==> config.mk <==
export PLATFORM = sky130hd
export DESIGN_NAME = ppr_regs
export DESIGN_NICKNAME = d
export VERILOG_FILES = /design/src/ppr_pkg.sv /design/src/ppr_route_if.sv /design/src/ppr_analog_route.sv /design/src/ppr_regs.sv
export VERILOG_INCLUDE_DIRS = /design/src
export SDC_FILE = /design/constraint.sdc
export NUM_CORES = 1
export LEC_CHECK = 0
export BUFFER_PORTS_ARGS = -buffer_cell sky130_fd_sc_hd__clkbuf_2
export CAP_MARGIN = 0
export CORE_ASPECT_RATIO = 0.75
export CORE_UTILIZATION = 30
export DETAILED_ROUTE_END_ITERATION = 6
export HOLD_SLACK_MARGIN = 0.15
export MAX_ROUTING_LAYER = met4
export PLACE_DENSITY = 0.46
export SYNTH_ARGS = -nofsm -noshare
export SYNTH_HDL_FRONTEND = slang
export SYNTH_SLANG_ARGS = --single-unit
==> constraint.sdc <==
create_clock -name sys_clk_i -period 4.1 [get_ports sys_clk_i]
set_input_delay 0.615 -clock sys_clk_i [delete_from_list [all_inputs] [get_ports sys_clk_i]]
set_output_delay 0.615 -clock sys_clk_i [all_outputs]
set_load 0.03 [all_outputs]
==> src/ppr_regs_map.svh <==
// Register map and field constants for the detector and version tag registers
// ****************************************************************************
// Functional notes
// - Tag low byte register, reset zero, writable.
// - Tag high byte register, reset zero.
// - Version tag is storage only, no effect.
// - Control bit 7 selects detector sense.
// - Negative sense applies to external oscillator only.
// - Pump field bits 6:4 select linear current.
// ****************************************************************************
`ifndef PPR_REGS_MAP_SVH
`define PPR_REGS_MAP_SVH

`define PPR_ADDR_W          10
`define PPR_OFS_TAG_LOW     10'h005
`define PPR_OFS_TAG_HIGH    10'h006
`define PPR_OFS_DET_CTRL    10'h010
`define PPR_RST_TAG_LOW     8'h00
`define PPR_RST_TAG_HIGH    8'h00
`define PPR_RST_DET_CTRL    8'h7D
`define PPR_RD_UNMAPPED     8'h00
`define PPR_BIT_SENSE       7
`define PPR_PUMP_MSB        6
`define PPR_PUMP_LSB        4
`define PPR_PUMP_STEP_TENTH 6'h06
`define PPR_PUMP_MAX_TENTH  6'h30

`endif

==> src/ppr_pkg.sv <==
// Types shared by the detector and version tag register block
package ppr_pkg;
  typedef logic [7:0]              ppr_byte_type;
  typedef logic [9:0]              ppr_addr_type;
  typedef logic [2:0]              ppr_pump_code_type;
  typedef logic [5:0]              ppr_tenth_ma_type;
  typedef enum logic {
    PPR_SENSE_POS = 1'b0,
    PPR_SENSE_NEG = 1'b1
  } ppr_sense_type;
endpackage : ppr_pkg

==> src/ppr_route_if.sv <==
// Control fields carried from the register bank to the analog routing stage
`timescale 1ns/1ps
interface ppr_route_if;
  import ppr_pkg::*;
  ppr_sense_type      sense;
  ppr_pump_code_type  pump_code;
  logic               ext_osc;
  modport bank  (output sense, output pump_code, output ext_osc);
  modport route (input sense, input pump_code, input ext_osc);
endinterface : ppr_route_if
==> src/ppr_analog_route.sv <==
// Registered routing of detector sense and pump current to the analog controls
`timescale 1ns/1ps
`include "ppr_regs_map.svh"
module ppr_analog_route (
  input  wire logic                 sys_clk_i,
  input  wire logic                 srst_i,
  ppr_route_if.route                ctl,
  output ppr_pkg::ppr_sense_type    sense_o,
  output ppr_pkg::ppr_pump_code_type pump_code_o,
  output ppr_pkg::ppr_tenth_ma_type pump_tenth_ma_o,
  output logic                      sense_misuse_o
);
  import ppr_pkg::*;

  // Linear in code: 0.6 mA per step, code 111 lands on 4.8 mA
  function automatic ppr_tenth_ma_type pump_tenths(input ppr_pump_code_type c);
    pump_tenths = 6'((c + 6'h01) * `PPR_PUMP_STEP_TENTH);
  endfunction : pump_tenths

  always_ff @(posedge sys_clk_i) begin
    if (srst_i) begin
      sense_o <= PPR_SENSE_POS;
    end else begin
      // Internal oscillator never sees negative sense
      sense_o <= ctl.ext_osc ? ctl.sense : PPR_SENSE_POS;
    end
  end

  always_ff @(posedge sys_clk_i) begin
    if (srst_i) begin
      pump_code_o     <= 3'(`PPR_RST_DET_CTRL >> `PPR_PUMP_LSB);
      pump_tenth_ma_o <= `PPR_PUMP_MAX_TENTH;
    end else begin
      pump_code_o     <= ctl.pump_code;
      pump_tenth_ma_o <= pump_tenths(ctl.pump_code);
    end
  end

  // Flags a host that breaks the positive-sense expectation
  always_ff @(posedge sys_clk_i) begin
    if (srst_i) begin
      sense_misuse_o <= 1'b0;
    end else begin
      sense_misuse_o <= (ctl.sense == PPR_SENSE_NEG) && !ctl.ext_osc;
    end
  end
endmodule : ppr_analog_route

==> src/ppr_regs.sv <==
// Register bank: user version tag and detector/pump control byte
`timescale 1ns/1ps
`include "ppr_regs_map.svh"
module ppr_regs (
  input  wire logic                  sys_clk_i,
  input  wire logic                  srst_i,
  input  wire ppr_pkg::ppr_addr_type reg_addr_i,
  input  wire logic                  reg_wr_i,
  input  wire ppr_pkg::ppr_byte_type reg_wdata_i,
  input  wire logic                  reg_rd_i,
  input  wire logic                  ext_osc_i,
  output ppr_pkg::ppr_byte_type      reg_rdata_o,
  output logic                       reg_rd_valid_o,
  output logic [15:0]                user_version_tag_o,
  output ppr_pkg::ppr_sense_type     phase_detector_sense_o,
  output ppr_pkg::ppr_pump_code_type pump_current_select_o,
  output ppr_pkg::ppr_tenth_ma_type  pump_tenth_ma_o,
  output logic                       sense_misuse_o
);
  import ppr_pkg::*;

  ppr_byte_type tag_low_q;
  ppr_byte_type tag_high_q;
  ppr_byte_type det_ctrl_q;
  ppr_byte_type rdata_d;

  ppr_route_if route_if ();

  // ****************************************************************************
  // Decode
  // ****************************************************************************
  function automatic logic hit(input ppr_addr_type a, input ppr_addr_type ofs);
    hit = (a == ofs);
  endfunction : hit

  // ****************************************************************************
  // Storage
  // ****************************************************************************
  always_ff @(posedge sys_clk_i) begin
    if (srst_i) begin
      tag_low_q <= `PPR_RST_TAG_LOW;
    end else if (reg_wr_i && hit(reg_addr_i, `PPR_OFS_TAG_LOW)) begin
      tag_low_q <= reg_wdata_i;
    end
  end

  always_ff @(posedge sys_clk_i) begin
    if (srst_i) begin
      tag_high_q <= `PPR_RST_TAG_HIGH;
    end else if (reg_wr_i && hit(reg_addr_i, `PPR_OFS_TAG_HIGH)) begin
      tag_high_q <= reg_wdata_i;
    end
  end

  // Low nibble (pump mode, power-down) is kept for readback only here
  always_ff @(posedge sys_clk_i) begin
    if (srst_i) begin
      det_ctrl_q <= `PPR_RST_DET_CTRL;
    end else if (reg_wr_i && hit(reg_addr_i, `PPR_OFS_DET_CTRL)) begin
      det_ctrl_q <= reg_wdata_i;
    end
  end

  // Tag leaves the bank as a registered copy and via readback; no analog control reads it
  always_ff @(posedge sys_clk_i) begin
    if (srst_i) begin
      user_version_tag_o <= {`PPR_RST_TAG_HIGH, `PPR_RST_TAG_LOW};
    end else begin
      user_version_tag_o <= {tag_high_q, tag_low_q};
    end
  end

  // ****************************************************************************
  // Readback
  // ****************************************************************************
  always_comb begin
    rdata_d = `PPR_RD_UNMAPPED;
    if (hit(reg_addr_i, `PPR_OFS_TAG_LOW)) begin
      rdata_d = tag_low_q;
    end else if (hit(reg_addr_i, `PPR_OFS_TAG_HIGH)) begin
      rdata_d = tag_high_q;
    end else if (hit(reg_addr_i, `PPR_OFS_DET_CTRL)) begin
      rdata_d = det_ctrl_q;
    end
  end

  always_ff @(posedge sys_clk_i) begin
    if (srst_i) begin
      reg_rdata_o    <= `PPR_RD_UNMAPPED;
      reg_rd_valid_o <= 1'b0;
    end else begin
      reg_rd_valid_o <= reg_rd_i;
      if (reg_rd_i) begin
        reg_rdata_o <= rdata_d;
      end
    end
  end

  // ****************************************************************************
  // Analog routing
  // ****************************************************************************
  assign route_if.sense     = ppr_sense_type'(det_ctrl_q[`PPR_BIT_SENSE]);
  assign route_if.pump_code = det_ctrl_q[`PPR_PUMP_MSB:`PPR_PUMP_LSB];
  assign route_if.ext_osc   = ext_osc_i;

  ppr_analog_route u_route (
    .sys_clk_i       (sys_clk_i),
    .srst_i          (srst_i),
    .ctl             (route_if.route),
    .sense_o         (phase_detector_sense_o),
    .pump_code_o     (pump_current_select_o),
    .pump_tenth_ma_o (pump_tenth_ma_o),
    .sense_misuse_o  (sense_misuse_o)
  );
endmodule : ppr_regs

==> results.md <==
* Status: completed
* Clock root buffer master: clkbuf_8
* Seq cells post-synth at 59
* Post-Syn Area at 2386 um^2
* GRT Overall Usage at 15.73%
* Global-route wire length before repair at 9466 um
* # fillers at 790
* Hold Path Class: flip-flop to flip-flop
* Synthesized net count at 273
* Max rail drop VDD at 165.7 uV
* IO buf count at 57
* Synth area leader: dfxtp_1
* Final core occ at 38.81%
* Post-detailed-route via-to-cell ratio at 4.622
* Min Tclk post-route at 2.111 ns
* CTS tree: done
* Depth of the CTS H-tree at 3
* RR Startpoint: det_ctrl_q[4]
* Hold Crit Endpoint: reg_rdata_o[6]
* Hold Buf Count CTS at 0
* Share of cells above drive strength 1 at 27.12%
* Setup Viol. Count Final at 0
* Later-pin clock latency in the skew report at 0.33 ns
* Drt pass-1 iters at 4
* Synth async-reset ratio at 0%
* Max stage delay on crit path at 0.47 ns
* DR vias at 1881
* TritonCTS buffer count at 9
* WP data arrival at 2.32 ns
* Maximum clock frequency at 473.6 MHz
* Largest net degree at the start of global routing at 48
* MaxCap Viol Count at 0
* Grt total ovfl at 0
* Synth Flop Type: dfxtp_1
* Slew Viols, Final at 0
* DRT iter0 DRCs at 59
* Cells on worst reg2reg path at 8
* Final antenna-violating net count at 0
* Slowest stage cell, crit path: dfxtp_1
* Min-delay src: reg_rdata_o[6]
* Crit path required time at 4.31 ns
* Cells after Synth at 245
* EDFF count, synth at 0
* Antenna violations before repair at 0
* Worst Tran Pin Value at 0.9075 ns
* CP Class: flip-flop to flip-flop
* Setup Buffers After CTS at 0
* Io pins at 59
* Leakage at 1.205 nW
* Initial core utilization at 31.67%
* Slew headroom at 39.50%
* Area growth from synthesis to layout at 22.55%
* DPL Wire Length at 4270 um
* Clk slew on worst S/H paths at 0.06 ns
* Drt drc at 0
* Synth Area per Inst at 9.739 um^2
* Skew final at 0.007627 ns
* Max clock buf depth at 2
* Sequential area share after synthesis at 49.50%
* ANT cells at 0
* Fin Setup TNS at 0 ns
* RSZ-0062 raised after global routing: false
* Area share of the largest cell type after synthesis at 49.50%
* Top cells by area, synth: dfxtp_1 (50%), o21ai_0 (5.0%), nor2b_1 (5.0%), nand2b_1 (4.2%), nand2_1 (3.3%)
* Cells resized by post-CTS repair at 0
* Core Box Area at 7533 um^2
* Die Wd at 105.0 um
* Final Hold Fails at 0
* Distinct cells, synth at 42
* Routability cong. at 0.7425
* Routed WL per cell at 14.17 um
* Synthesis Warnings at 0
* CP Max Fanout at 6
* CP startpoint kind: flip-flop
* Row cnt at 27
* FF-to-FF End: u_route.pump_tenth_ma_o[5]
* FF-to-FF setup slack at 1.99 ns
* CTS sink cnt at 59
* Final #Nets at 329
* Hold Path Stages at 2
* Fin crit share at 51.50%
* DIE HEIGHT at 79.24 um
* Critical path capture point type: flip-flop
* Vias in the first global route at 1853
* Die area at 8318 um^2
* Final WL at 5767 um
* PD cells at 391.9 nW/um^2
* Critical-path cell list: inv_1 -> ha_1 -> inv_1 -> ha_1 -> a21o_1 -> a21oi_1 -> xnor2_1 -> or2_2
[cell type report]
cell class	count	area [um^2]	share of cell area (%)
Clock buffer	11	141.4	4.835
Clock inverter	5	52.55	1.797
Inverter	5	18.77	0.6418
Multi-Input combinational cell	169	1119	38.25
Sequential cell	59	1181	40.39
Tap cell	101	126.4	4.322
Timing Repair Buffer	57	285.3	9.756
[layout by cell type, fill, tap and decap left out, types with 2 or more instances in the layout]
cell	instances
dfxtp_1	59
clkbuf_2	57
o21ai_0	24
nand2_1	21
nor2b_1	19
nand2b_1	16
clkbuf_8	10
and3_1	6
nand4_1	6
inv_1	5
a21oi_1	5
and2_1	5
nor2_1	5
a21o_1	5
a211o_1	5
a2bb2oi_1	4
o31ai_1	4
o21ai_1	4
o21a_1	4
a31oi_1	4
or2_2	4
ha_1	4
clkinv_2	3
xor2_1	2
nor4b_1	2
nor4_1	2
nor4b_4	2
xnor2_1	2
mux2i_1	2
[synthesized netlist by cell type (5+ instances only)]
master,n
and3_1,6
a21o_1,5
and2_1,5
nand2_1,21
o21ai_0,24
a21oi_1,5
nand4_1,6
nand2b_1,16
clkbuf_1,6
inv_1,5
dfxtp_1,59
a211o_1,5
nor2_1,5
nor2b_1,19
[worst max-delay path by stage]
stage | to | cells past startpoint | slack (ns) | start
final | u_route.pump_tenth_ma_o[5] | 8 | 1.99 | det_ctrl_q[4]
after global routing | tag_low_q[4] | 5 | 1.82 | reg_addr_i[0]
after CTS | u_route.pump_tenth_ma_o[5] | 8 | 1.97 | det_ctrl_q[4]
after detailed placement | tag_low_q[2] | 5 | 1.73 | reg_addr_i[0]
after global placement | tag_low_q[2] | 5 | 1.80 | reg_addr_i[0]
after floorplan | u_route.pump_tenth_ma_o[5] | 8 | 2.20 | det_ctrl_q[4]
[worst max-delay path, delay by kind of cell, from the launching register on]
| family | cells | cell delay [ns] |
|---|---|---|
| AOI/OAI and AO/OA | 2 | 0.34 |
| xor gates and xnor gates | 1 | 0.07 |
| adders and majority gates | 2 | 0.67 |
| buffers and inverters | 2 | 0.17 |
| DFF | 1 | 0.47 |
| and+or+nand+nor | 1 | 0.26 |
[sequential cells by signal, summed over array words and instances (netlist names)]
register	flops
user_version_tag_o	16
det_ctrl_q	8
reg_rdata_o	8
tag_high_q	8
tag_low_q	8
u_route.pump_tenth_ma_o	5
u_route.pump_code_o	3
reg_rd_valid_o	1
u_route.sense_misuse_o	1
u_route.sense_o	1
[where the power goes]
group          internal [mW]  switching, mW  total [mW]
registers              0.574       0.000253       0.574
logic                 0.0205         0.0369      0.0574
clock network          0.294          0.220       0.514
total                  0.888          0.258        1.15
[stage by stage]
step	worst slack, ns	instance area (um^2)	hold WS, ns	total power [mW]	cells
finish	1.989	2924	0.4614	1.146	407
global route	1.817	2924	0.4555	1.200	407
CTS	1.974	2924	0.4473	1.162	407
detailed placement	1.725	2730	0.4448	0.6450	391
global placement	1.805	2730	0.4437	0.6453	391
floorplan	2.202	2386	0.4351	0.6191	245
[cell families after synthesis]
family          count (synthesis)  synth area share (%)
other cells                     1                0.1572
flops                          59                 49.50
simple gates                   96                 25.33
mux                             2                0.8390
xor+xnor                        4                 1.469
fa+ha+maj                       5                 2.937
compound gates                 61                 16.15
buf+inv                        17                 3.618
[routing by layer]
layer / track usage, % / wire (um)
met5: - / 0
met4: 7.183 / 137
met3: 5.090 / 255
met2: 21.85 / 2420
met1: 20.64 / 2954
Note: power is estimated with default switching activity, not from simulation.
